[config.mk]
export PLATFORM = sky130hd
export DESIGN_NAME = acl_top
export DESIGN_NICKNAME = d
export VERILOG_FILES = /design/src/hdl/acl_pkg.sv /design/src/hdl/acl_top.sv
export VERILOG_INCLUDE_DIRS = /design/src /design/src/hdl
export SDC_FILE = /design/constraint.sdc
export NUM_CORES = 1
export LEC_CHECK = 0
export BUFFER_PORTS_ARGS = -buffer_cell sky130_fd_sc_hd__buf_2
export CAP_MARGIN = 25
export CORE_UTILIZATION = 29
export CTS_CLUSTER_SIZE = 20
export DETAILED_ROUTE_END_ITERATION = 7
export PLACE_DENSITY = 0.59
export SLEW_MARGIN = 0
export SYNTH_ARGS = -nofsm -noshare
export SYNTH_HDL_FRONTEND = slang
export SYNTH_SLANG_ARGS = --single-unit
export TNS_END_PERCENT = 30
[constraint.sdc]
create_clock -name CORE_CLK_I -period 1.35 [get_ports CORE_CLK_I]
set_input_delay 0 -clock CORE_CLK_I [delete_from_list [all_inputs] [get_ports CORE_CLK_I]]
set_output_delay 0 -clock CORE_CLK_I [all_outputs]
set_load 0.005 [all_outputs]
[src/hdl/acl_cfg.svh]
// constants for the acquisition control and line status block
`ifndef ACL_CFG_SVH
`define ACL_CFG_SVH
// register byte offsets
`define ACL_OFS_CTRL 5'h00
`define ACL_OFS_CMD 5'h04
`define ACL_OFS_LINE_SEL 5'h08
`define ACL_OFS_LINE_STAT 5'h0C
`define ACL_OFS_LINE_ALL 5'h10
`define ACL_OFS_STATUS 5'h14
// control register fields
`define ACL_CTRL_MODE_BIT 0
`define ACL_CTRL_SCHEME_BIT 1
// command register fields
`define ACL_CMD_START_BIT 0
`define ACL_CMD_STOP_BIT 1
// status register fields
`define ACL_STAT_ARMED_BIT 0
`define ACL_STAT_FRAME_BIT 1
`define ACL_STAT_GATE_BIT 2
`define ACL_STAT_STOPPEND_BIT 3
// line selector codes: 0..1 input lines, 2..5 output lines
`define ACL_SEL_W 3
`define ACL_SEL_FIRST_OUT 3'h2
`define ACL_SEL_LAST 3'h5
// all-lines word layout
`define ACL_ALL_IN_LSB 0
`define ACL_ALL_OUT_LSB 16
// reset values
`define ACL_RST_MODE 1'h0
`define ACL_RST_SCHEME 1'h0
`define ACL_RST_SEL 3'h2
`endif

[src/hdl/acl_pkg.sv]
// types for the acquisition control and line status block
package acl_pkg;
  // one-hot acquisition states
  typedef enum logic [2:0]
  {
    ACL_ST_IDLE = 3'b001,
    ACL_ST_ARMED = 3'b010,
    ACL_ST_FRAME = 3'b100
  } acl_state_e;
  // acquisition mode and control scheme encodings
  typedef enum logic {ACL_SINGLE = 1'b0, ACL_CONTINUOUS = 1'b1} acl_mode_e;
  typedef enum logic {ACL_LEGACY = 1'b0, ACL_STANDARD = 1'b1} acl_scheme_e;
  // trigger and frame progress events, one-cycle pulses
  typedef struct packed
  {
    logic acq_start;
    logic frame_start;
    logic frame_done;
  } acl_trig_s;
  // present levels of the physical lines
  typedef struct packed
  {
    logic [3:0] out_lvl;
    logic [1:0] in_lvl;
  } acl_lines_s;
  // startup parameter set contents
  typedef struct packed
  {
    logic valid;
    acl_scheme_e scheme;
  } acl_startup_s;
endpackage

[src/hdl/acl_top.sv]
// acquisition start/stop gating and i/o line status readback
`timescale 1ns/1ns
`default_nettype none
`include "acl_cfg.svh"
//==============================================================================
// What this block does
// selected line status reads 1 when that line is high, 0 when low
// a 32-bit word reports every input and output line level at once
// each line bit of that word is 1 for high, 0 for low
// inputs 1-2 at bits 0-1, outputs 1-4 at bits 16-19, rest zero
// legacy and standard schemes; legacy lacks only the acquisition-enabling trigger
// in legacy the frame start trigger acts as the acquisition start trigger
// after power-up with no saved startup set the scheme is legacy
// the scheme held in the startup set is restored at every reset
// no frame is acquired before a start command; early triggers are dropped
// single frame mode allows exactly one frame per start command
// in single frame mode the armed state clears when that frame completes
// continuous mode stays armed after each frame, without limit
// continuous mode is disarmed only by a stop command
// after a stop takes effect no frame is acquired until a new start
// stop during a frame disarms after the frame; stop while idle disarms at once
module acl_top
#(
  parameter int ADDR_W = 5
)
(
  // clock and reset
  input wire logic CORE_CLK_I,
  input wire logic RST_I,
  // register port
  input wire logic [ADDR_W-1:0] ADDR_I,
  input wire logic [31:0] WR_DATA_I,
  input wire logic WR_I,
  input wire logic RD_I,
  output logic [31:0] RD_DATA_O,
  // triggers, frame progress, line levels and startup set
  input wire acl_pkg::acl_trig_s TRIG_I,
  input wire acl_pkg::acl_lines_s LINES_I,
  input wire acl_pkg::acl_startup_s STARTUP_I,
  // acquisition outputs
  output logic FRAME_GO_O,
  output logic ARMED_O,
  output logic IN_FRAME_O
);
  import acl_pkg::*;

  // the decoder compares against 5-bit offsets; a narrower bus cannot reach them all
  if (ADDR_W < 5)
  begin : g_addr_w_check
    $error("acl_top: ADDR_W must be at least 5");
  end

  //============================================================================
  // helpers
  //============================================================================
  // address match used by every decode term
  function automatic logic addr_hit(input logic [ADDR_W-1:0] a, input logic [4:0] ofs);
    addr_hit = (a == ADDR_W'(ofs));
  endfunction

  //============================================================================
  // register decode
  //============================================================================
  wire logic wr_ctrl;
  wire logic wr_cmd;
  wire logic wr_sel;
  wire logic cmd_start;
  wire logic cmd_stop;
  assign wr_ctrl = WR_I && addr_hit(ADDR_I, `ACL_OFS_CTRL);
  assign wr_cmd = WR_I && addr_hit(ADDR_I, `ACL_OFS_CMD);
  assign wr_sel = WR_I && addr_hit(ADDR_I, `ACL_OFS_LINE_SEL);
  // commands are self-clearing: nothing is stored, the write is the event
  assign cmd_start = wr_cmd && WR_DATA_I[`ACL_CMD_START_BIT];
  assign cmd_stop = wr_cmd && WR_DATA_I[`ACL_CMD_STOP_BIT];

  //============================================================================
  // configuration registers
  //============================================================================
  acl_mode_e mode_r;
  acl_scheme_e scheme_r;
  logic [`ACL_SEL_W-1:0] sel_r;
  logic boot_r;
  acl_scheme_e scheme_nxt;

  // startup set is sampled on the first edge after reset release, not under reset
  always_comb
  begin
    scheme_nxt = scheme_r;
    if (boot_r)
      scheme_nxt = STARTUP_I.valid ? STARTUP_I.scheme : ACL_LEGACY;
    else if (wr_ctrl)
      scheme_nxt = acl_scheme_e'(WR_DATA_I[`ACL_CTRL_SCHEME_BIT]);
  end

  // mode, scheme and selector storage
  always_ff @(posedge CORE_CLK_I)
  begin
    if (RST_I)
    begin
      mode_r <= acl_mode_e'(`ACL_RST_MODE);
      scheme_r <= acl_scheme_e'(`ACL_RST_SCHEME);
      sel_r <= `ACL_RST_SEL;
      boot_r <= 1'b1;
    end
    else
    begin
      boot_r <= 1'b0;
      scheme_r <= scheme_nxt;
      if (wr_ctrl)
        mode_r <= acl_mode_e'(WR_DATA_I[`ACL_CTRL_MODE_BIT]);
      // out-of-range selector values are refused, the old one stays
      if (wr_sel && WR_DATA_I[`ACL_SEL_W-1:0] <= `ACL_SEL_LAST)
        sel_r <= WR_DATA_I[`ACL_SEL_W-1:0];
    end
  end

  //============================================================================
  // line status
  //============================================================================
  wire logic [5:0] line_vec;
  wire logic sel_lvl;
  wire logic [31:0] all_word;
  // selector order: inputs first, then outputs
  assign line_vec = {LINES_I.out_lvl, LINES_I.in_lvl};
  assign sel_lvl = line_vec[sel_r];
  // fixed layout, every unassigned bit is zero
  assign all_word = (32'(LINES_I.in_lvl) << `ACL_ALL_IN_LSB)
                  | (32'(LINES_I.out_lvl) << `ACL_ALL_OUT_LSB);

  //============================================================================
  // acquisition control
  //============================================================================
  acl_state_e state_r;
  acl_state_e state_nxt;
  logic gate_r;
  logic gate_nxt;
  logic stop_pend_r;
  logic stop_pend_nxt;
  logic go_nxt;
  wire logic gate_open;
  wire logic frame_ok;

  // legacy has no acquisition-enabling trigger, so the gate is always open
  assign gate_open = (scheme_r == ACL_LEGACY) || gate_r;
  // in legacy the same frame start input carries the acquisition start trigger
  assign frame_ok = TRIG_I.frame_start && gate_open;

  // acquisition state machine
  always_comb
  begin
    state_nxt = state_r;
    gate_nxt = gate_r;
    stop_pend_nxt = stop_pend_r;
    go_nxt = 1'b0;
    case (state_r)
      ACL_ST_IDLE:
      begin
        gate_nxt = 1'b0;
        stop_pend_nxt = 1'b0;
        // triggers here are dropped: nothing has been armed
        if (cmd_start)
          state_nxt = ACL_ST_ARMED;
      end
      ACL_ST_ARMED:
      begin
        if (TRIG_I.acq_start && scheme_r == ACL_STANDARD)
          gate_nxt = 1'b1;
        if (cmd_stop)
        begin
          state_nxt = ACL_ST_IDLE;
          gate_nxt = 1'b0;
        end
        else if (frame_ok)
        begin
          state_nxt = ACL_ST_FRAME;
          go_nxt = 1'b1;
        end
      end
      ACL_ST_FRAME:
      begin
        // a stop mid-frame waits for the frame to finish
        if (cmd_stop)
          stop_pend_nxt = 1'b1;
        else if (cmd_start)
          stop_pend_nxt = 1'b0;
        if (TRIG_I.frame_done)
        begin
          if (mode_r == ACL_SINGLE || cmd_stop || stop_pend_r)
          begin
            state_nxt = ACL_ST_IDLE;
            gate_nxt = 1'b0;
          end
          else
            state_nxt = ACL_ST_ARMED;
          stop_pend_nxt = 1'b0;
        end
      end
      default:
      begin
        state_nxt = ACL_ST_IDLE;
        gate_nxt = 1'b0;
        stop_pend_nxt = 1'b0;
      end
    endcase
  end

  // state and output flops; ARMED_O and IN_FRAME_O mirror the state directly, FRAME_GO_O is the registered go pulse
  always_ff @(posedge CORE_CLK_I)
  begin
    if (RST_I)
    begin
      state_r <= ACL_ST_IDLE;
      gate_r <= 1'b0;
      stop_pend_r <= 1'b0;
      FRAME_GO_O <= 1'b0;
      ARMED_O <= 1'b0;
      IN_FRAME_O <= 1'b0;
    end
    else
    begin
      state_r <= state_nxt;
      gate_r <= gate_nxt;
      stop_pend_r <= stop_pend_nxt;
      FRAME_GO_O <= go_nxt;
      ARMED_O <= (state_nxt != ACL_ST_IDLE);
      IN_FRAME_O <= (state_nxt == ACL_ST_FRAME);
    end
  end

  //============================================================================
  // read path
  //============================================================================
  wire logic [31:0] status_word;
  wire logic [31:0] ctrl_word;
  logic [31:0] rd_nxt;
  assign ctrl_word = (32'(mode_r) << `ACL_CTRL_MODE_BIT) | (32'(scheme_r) << `ACL_CTRL_SCHEME_BIT);
  assign status_word = (32'(state_r != ACL_ST_IDLE) << `ACL_STAT_ARMED_BIT)
                     | (32'(state_r == ACL_ST_FRAME) << `ACL_STAT_FRAME_BIT)
                     | (32'(gate_open) << `ACL_STAT_GATE_BIT)
                     | (32'(stop_pend_r) << `ACL_STAT_STOPPEND_BIT);

  // read mux; unmapped and command offsets read zero
  always_comb
  begin
    rd_nxt = 32'h0000_0000;
    if (RD_I)
    begin
      if (addr_hit(ADDR_I, `ACL_OFS_CTRL))
        rd_nxt = ctrl_word;
      else if (addr_hit(ADDR_I, `ACL_OFS_LINE_SEL))
        rd_nxt = 32'(sel_r);
      else if (addr_hit(ADDR_I, `ACL_OFS_LINE_STAT))
        rd_nxt = 32'(sel_lvl);
      else if (addr_hit(ADDR_I, `ACL_OFS_LINE_ALL))
        rd_nxt = all_word;
      else if (addr_hit(ADDR_I, `ACL_OFS_STATUS))
        rd_nxt = status_word;
    end
  end

  // read data stands only in the cycle after the strobe
  always_ff @(posedge CORE_CLK_I)
  begin
    if (RST_I)
      RD_DATA_O <= 32'h0000_0000;
    else
      RD_DATA_O <= rd_nxt;
  end
endmodule // acl_top
`default_nettype wire

==> flow_summary_export.csv, run 1 <==
group,metric,value,unit
synth,synth_ff_type,"dfxtp_1",
synth,synth_warnings,0,
floorplanning,rows,23,
critical_path,crit_slowest_cell,"or3b_4",
place,gp_congestion,0.794,
route,ant_nets,0,
finish,synthToLayoutAreaGrowth,30.0,%
synth,seq_area_frac_synth,0.360,
synth,syn_inst,139,
sta,whs,0.00400,ns
power,p_per_area,822,nW/µm²
job,maxCapViolCount,0,
synth,ys_async_sr_fraction,0,
sta,skew,0.00269,ns
critical_path,arrival,1.53,ns
route,routed_wl,2.66,mm
route,avgRoutedWirePerCell,10.9,µm
floorplanning,start_util,0.303,
floorplanning,fp.dieW,66.9,µm
route,via_count,1100,
synth,mappedNetlistArea,1220,µm²
finish,final_layout_size_suffix_gt1_frac,0.340,
synth,synth_edf_count,0,
critical_path,crit_buf_inv,0,
critical_path,end_kind,"flop",
clock_network,clkLatencyLatePin,0.27,ns
finish,diodes,0,
synth,ys_ff_latch,22,
sta,period_minus_slack,1.35,ns
global_routing,grt_pass1_vias,1024,
clock_network,clockBufferDepth,2,
synth,ys_types,39,
finish,regArea,445,µm²
finish,nets,247,
floorplanning,core,4030,µm²
global_routing,antenna_found_initial,0,
sta,final_max_slew_viol_count,0,
route,vias_per_cell,4.51,
floorplanning,die_area,4480,µm²
place,io_buffers,33,
critical_path,slowest_delay,0.42,ns
floorplanning,die_y,66.9,µm
finish,multi_input_area,682,µm²
synth,synth_top_cell_by_area,"dfxtp_1",
clock_network,htree_levels,1,
critical_path,start_kind,"flop",
global_routing,grt_pass1_wl,4.34,mm
clock_network,clockRootBuffer,"clkbuf_8",
sta,rsz0062_at_grt,"true",
power,leakage,0.729,nW
critical_path,cp.required,1.53,ns
sta,fmax,742,MHz
outcome,status,"completed",
critical_path,crit_type,"reg2reg",
synth,synth.top_cell.area_share,0.360,
clock_network,cts_buffers,3,
finish,fillers,421,
global_routing,grt_overflow,0,
synth,synth_area_leaders,"dfxtp_1, buf_4, mux2i_1",
finish,utilization,0.394,
global_routing,grt_use_total,0.131,
critical_path,cp_cell_sequence,"or3b_4 > a41oi_4 > nand2_1 > a311oi_1",
critical_path,cp_max_fo,4,
place,dp_hpwl,2.09,mm
sta,setup_viol,0,
clock_network,clock_sink_count,22,
clock_network,cts_tree,"done",
floorplanning,io_pins,87,
worst_hold_path,hold_path_class,"in2reg",
clock_network,clk_pin_slew,0.08,ns
synth,avgSynthCellArea,8.79,µm²
route,drt_first_iter_violations,40,
route,drc,0,
route,first_pass_iters,4,
global_routing,grt_max_degree,14,
power,peakVddDrop,0.000296,V
critical_path,critPathTopFamily,"simple AND/OR/NAND/NOR gates",
sta,hold_viol,0,
sta,fin_crit_sh,0.998,
[flip-flops by register name, indices dropped and copies added (netlist names)]
signal       cells
ARMED_O          1
sel_r            3
state_r          3
scheme_r         1
RD_DATA_O        8
mode_r           1
gate_r           1
boot_r           1
stop_pend_r      1
IN_FRAME_O       1
FRAME_GO_O       1
[cell type report]
cell class | instances | share of cell area
flip-flops and latches | 22 | 0.280
clock buffers | 4 | 0.0346
well taps | 50 | 0.0394
inverters | 3 | 0.00709
multi-input cells | 111 | 0.429
repair buffers | 54 | 0.209
[through the flow]
step                      power, W  area [µm²]  cells  setup TNS, ns  worst slack [ns]
after floorplan           0.000793        1310    162              0            0.0404
after global placement    0.000826        1470    235        -0.0239           -0.0234
after detailed placement  0.000824        1470    235         -0.134           -0.0326
after CTS                  0.00132        1590    244       -0.00960          -0.00960
after global routing       0.00137        1590    244         -0.503           -0.0813
final                      0.00131        1590    244              0           0.00301
[cell families after synthesis]
family,count (synthesis),synth area share
compound gates,26,0.150
simple gates,56,0.271
buf+inv,29,0.164
mux,5,0.0512
flops,22,0.360
other cells,1,0.00307
[tightest hold or removal path: cells and delay by family]
kind | cells | cell delay (ns)
buffers and inverters | 1 | 0.10
AOI/OAI and AO/OA | 1 | 0.07
and+or+nand+nor | 1 | 0.06
[synthesized netlist by cell type (3+ instances only)]
master	number
dfxtp_1	22
and2_1	4
buf_4	24
nand2b_1	4
o21ai_0	3
a41oi_1	3
nor3_1	4
o21bai_1	3
a211oi_1	3
nand2_1	9
and3_1	3
mux2i_1	4
nor2_1	10
a21oi_1	7
inv_1	3
nand3_1	6
[where the power goes]
group / total, W / internal, W / leakage (nW) / switching, W
clock: 0.000484 / 0.000261 / 0.0288 / 0.000224
sequential: 0.000659 / 0.000655 / 0.179 / 0.00000427
combinational: 0.000163 / 0.0000727 / 0.521 / 0.0000902
[cells in the final DEF, fill, tap and decap left out, types with 2 or more instances in the layout]
cell            n
and3_1          3
or3_1           2
a31oi_1         2
clkbuf_8        4
a21oi_1         7
o21ai_0         3
nor3_1          4
inv_1           3
buf_2          33
o21bai_1        3
nand2_1         9
nand3b_1        2
buf_4          17
nor2_1         10
dfxtp_1        18
dlygate4sd3_1   4
and2_1          4
a211oi_1        3
dfxtp_2         4
nand3_1         6
conb_1         24
nand2b_1        4
nor4b_1         2
mux2i_1         4
a41oi_1         3
[per-layer routing]
metal	wire, µm	up-vias	GRT usage	part of all wire
met1	1200	489	0.155	0.45
met3	172	5	0.0137	0.065
met2	1220	47	0.225	0.46
li1	-	559	-	-
met4	68	0	0.0798	0.026
met5	0	-	0	0
[path summary, 6_finish.rpt]
kind,slack (ns),startpoint,endpoint,cells past startpoint
worst max-delay path,0.003,state_r[0]$_SDFF_PP1_,state_r[1]$_SDFF_PP0_,4
worst min-delay path,0.004,STARTUP_I[0],scheme_r$_SDFFE_PP0P_,3
worst max register to register,0.003,state_r[0]$_SDFF_PP1_,state_r[1]$_SDFF_PP0_,4
worst min register to register,0.46,boot_r$_DFF_P_,scheme_r$_SDFFE_PP0P_,1
[timing repair]
| action | 4_1_cts | 5_1_grt |
|---|---|---|
| endpoints found under the setup margin | 8 | 9 |
| pin swaps | 2 | 0 |
| hold buffers | 4 | 0 |
| setup buffers | 1 | 0 |
| endpoints found under the hold margin | 4 | 0 |
| resized for setup | 4 | 1 |
Power figures use the tool's default switching activity.
==> inputs of run 2 (changes only) <==
Settings changed: ABC_AREA set to 1, CELL_PAD_IN_SITES_DETAIL_PLACEMENT set to 1, CELL_PAD_IN_SITES_GLOBAL_PLACEMENT set to 1, CORE_UTILIZATION 29 to 24, PLACE_DENSITY 0.59 to 0.71.
==> run 2 against run 1 <==
  * Power is 7.1% lower
  * Highest routed layer unchanged
  * Critical path type is now in2reg
  * Count of clock-buffer cells in the layout decreased by 1
  * Routed wire length is 19% higher
==> flow_summary_export.csv, run 2 <==
group,metric,value,unit
outcome,status,"completed",
synth,synth_top_family_by_area,"simple AND/OR/NAND/NOR gates",
finish,nets,288,
clock_network,clockRootBuffer,"clkbuf_8",
route,drc,0,
synth,seq_area_frac_synth,0.334,
power,peakVddDrop,0.000298,V
critical_path,reg2reg_from,"state_r[1]$_SDFF_PP0_",
finish,final_layout_size_suffix_gt1_frac,0.239,
clock_network,clkLatencyLatePin,0.25,ns
synth,synth.top_cells.by_count,"nand2_1, inv_1, buf_4",
finish,fillers,699,
critical_path,cp.required,1.51,ns
global_routing,grt_pass1_wl,5.32,mm
synth,ys_types,23,
route,routed_wl,3.15,mm
finish,regArea,440,µm²
finish,synthToLayoutAreaGrowth,19.5,%
place,io_buffers,33,
clock_network,cts_resized,0,
critical_path,crit_type,"in2reg",
synth,synth_edf_count,0,
floorplanning,io_pins,87,
sta,setup_viol,0,
global_routing,grt_max_degree,12,
place,dp_hpwl,2.54,mm
job,maxCapViolCount,0,
route,via_count,1218,
global_routing,grt_pass1_vias,1184,
global_routing,grt_overflow,0,
critical_path,crit_top_cell,"inv_1",
synth,synth.most_common_cell,"nand2_1",
critical_path,rr_worst_depth,8,
synth,muxShareOfSynthArea,0,
critical_path,cp_cell_sequence,"dlygate4sd3_1 > buf_2 > inv_1 > o21ai_0 > inv_1 > nand3_1 > a21o_1",
global_routing,grt_use_total,0.113,
synth,synthXorXnorAreaFrac,0,
clock_network,cts_tree,"done",
synth,synth_warnings,0,
clock_network,clockBufferDepth,2,
clock_network,cts_buffers,3,
route,first_pass_iters,4,
finish,mostFrequentLayoutCells,"nand2_1, buf_2, inv_1",
place,gp_congestion,0.758,
critical_path,end_kind,"flop",
worst_hold_path,holdPathStages,3,
power,power,0.00121,W
synth,yosys.area_share.simple,0.324,
sta,period_minus_slack,1.21,ns
finish,largest_reg_flops,8,
worst_hold_path,hold-path-endpoint,"scheme_r$_SDFFE_PP0P_",
critical_path,reg2reg_slack,0.18,ns
route,drt_first_iter_violations,37,
synth,syn_inst,193,
synth,synth_area_leaders,"dfxtp_1, buf_4, nand2_1",
synth,synth.top_cell.area_share,0.334,
clock_network,htree_levels,1,
sta,tns,0,ns
critical_path,crit_slowest_cell,"dlygate4sd3_1",
floorplanning,start_util,0.253,
floorplanning,core,5200,µm²
sta,hold_viol,0,
worst_hold_path,hold_path_class,"in2reg",
floorplanning,fp.dieW,76.1,µm
sta,fin_crit_sh,0.895,
floorplanning,rows,26,
worst_hold_path,hold_start,"STARTUP_I[1]",
finish,layout.cells.most_common,"nand2_1",
critical_path,arrival,1.37,ns
critical_path,timing.rr.end,"state_r[0]$_SDFF_PP1_",
clock_network,clock_sink_count,22,
critical_path,cp_max_fo,8,
critical_path,start_kind,"input port",
clock_network,clk_pin_slew,0.08,ns
synth,yosys.area_share.adder,0,
route,avgRoutedWirePerCell,10.4,µm
synth,synth-compound-area-share,0.102,
finish,regMostFlops,"RD_DATA_O",
power,leakage,0.776,nW
synth,synth_top_cell_by_area,"dfxtp_1",
route,ant_nets,0,
critical_path,slowest_delay,0.54,ns
clock_network,cts_setup_buffers,0,
finish,diodes,0,
synth,avgSynthCellArea,6.83,µm²
sta,rsz0062_at_grt,"false",
finish,multi_input_area,653,µm²
floorplanning,die_area,5800,µm²
floorplanning,die_y,76.1,µm
sta,final_max_slew_viol_count,0,
synth,synth_ff_type,"dfxtp_1",
power,p_per_area,769,nW/µm²
synth,ys_async_sr_fraction,0,
sta,skew,0.000665,ns
finish,top_regs,"RD_DATA_O: 8 flops, sel_r: 3 flops, state_r: 3 flops",
synth,mappedNetlistArea,1320,µm²
sta,fmax,828,MHz
global_routing,antenna_found_initial,0,
synth,ys_ff_latch,22,
route,vias_per_cell,4.01,
run 2: worst max path at each step:
stage | startpoint | to | slack, ns | cells past startpoint
2_1_floorplan | state_r[1]$_SDFF_PP0_ | gate_r$_SDFFE_PP0P_ | 0.28 | 8
3_3_place_gp | state_r[1]$_SDFF_PP0_ | state_r[0]$_SDFF_PP1_ | 0.19 | 8
3_5_place_dp | state_r[1]$_SDFF_PP0_ | state_r[0]$_SDFF_PP1_ | 0.17 | 8
4_1_cts | RST_I | state_r[0]$_SDFF_PP1_ | 0.14 | 7
5_1_grt | RST_I | state_r[0]$_SDFF_PP1_ | 0.02 | 7
6_report | RST_I | state_r[0]$_SDFF_PP1_ | 0.14 | 7
run 2: kinds of logic after synthesis:
| logic type | Yosys count |
|---|---|
| flip-flops | 22 |
| buffers and inverters | 59 |
| AO/OA/AOI/OAI | 26 |
| AND/OR/NAND/NOR | 85 |
| other | 1 |
run 2: power by group:
| group | switching, W | internal, W |
|---|---|---|
| Combinational | 0.0000940 | 0.0000556 |
| Clock | 0.000206 | 0.000199 |
| Sequential | 0.00000406 | 0.000654 |
| Total | 0.000304 | 0.000909 |
run 2: per-layer routing:
layer  vias to the layer above  GRT usage  share of wire
met3                         2     0.0108          0.049
met4                         0     0.0404          0.010
li1                        634          -              -
met1                       544      0.147           0.49
met5                         -          0              0
met2                        38      0.193           0.45
run 2: layout make-up:
type                       count  share of cell area
clock buffer                   3              0.0262
inverter                      35              0.0833
multi-input combinational    135               0.414
tap                           70              0.0556
sequential                    22               0.279
timing repair buffer          39               0.141
run 2: critical path: cells and delay by family:
family          cells  cell delay (ns)
buf+inv             4             0.99
simple gates        1             0.08
compound gates      2             0.29
run 2: metrics by stage:
step           utilization  cells  instance area [µm²]  hold WS (ns)  setup slack, ns
2_1_floorplan            -    216                 1410        0.0277            0.283
4_1_cts              0.303    304                 1580       0.00394            0.143
6_report             0.303    304                 1580       0.00739            0.142
5_1_grt              0.303    304                 1580        0.0317           0.0193
3_3_place_gp         0.285    296                 1490         0.202            0.192
3_5_place_dp         0.285    296                 1490         0.198            0.172
run 2: what timing repair did:
| action | CTS | global route |
|---|---|---|
| hold buffers | 5 | 0 |
| hold endpoints to repair | 9 | 0 |
| setup endpoints to repair | 0 | 0 |
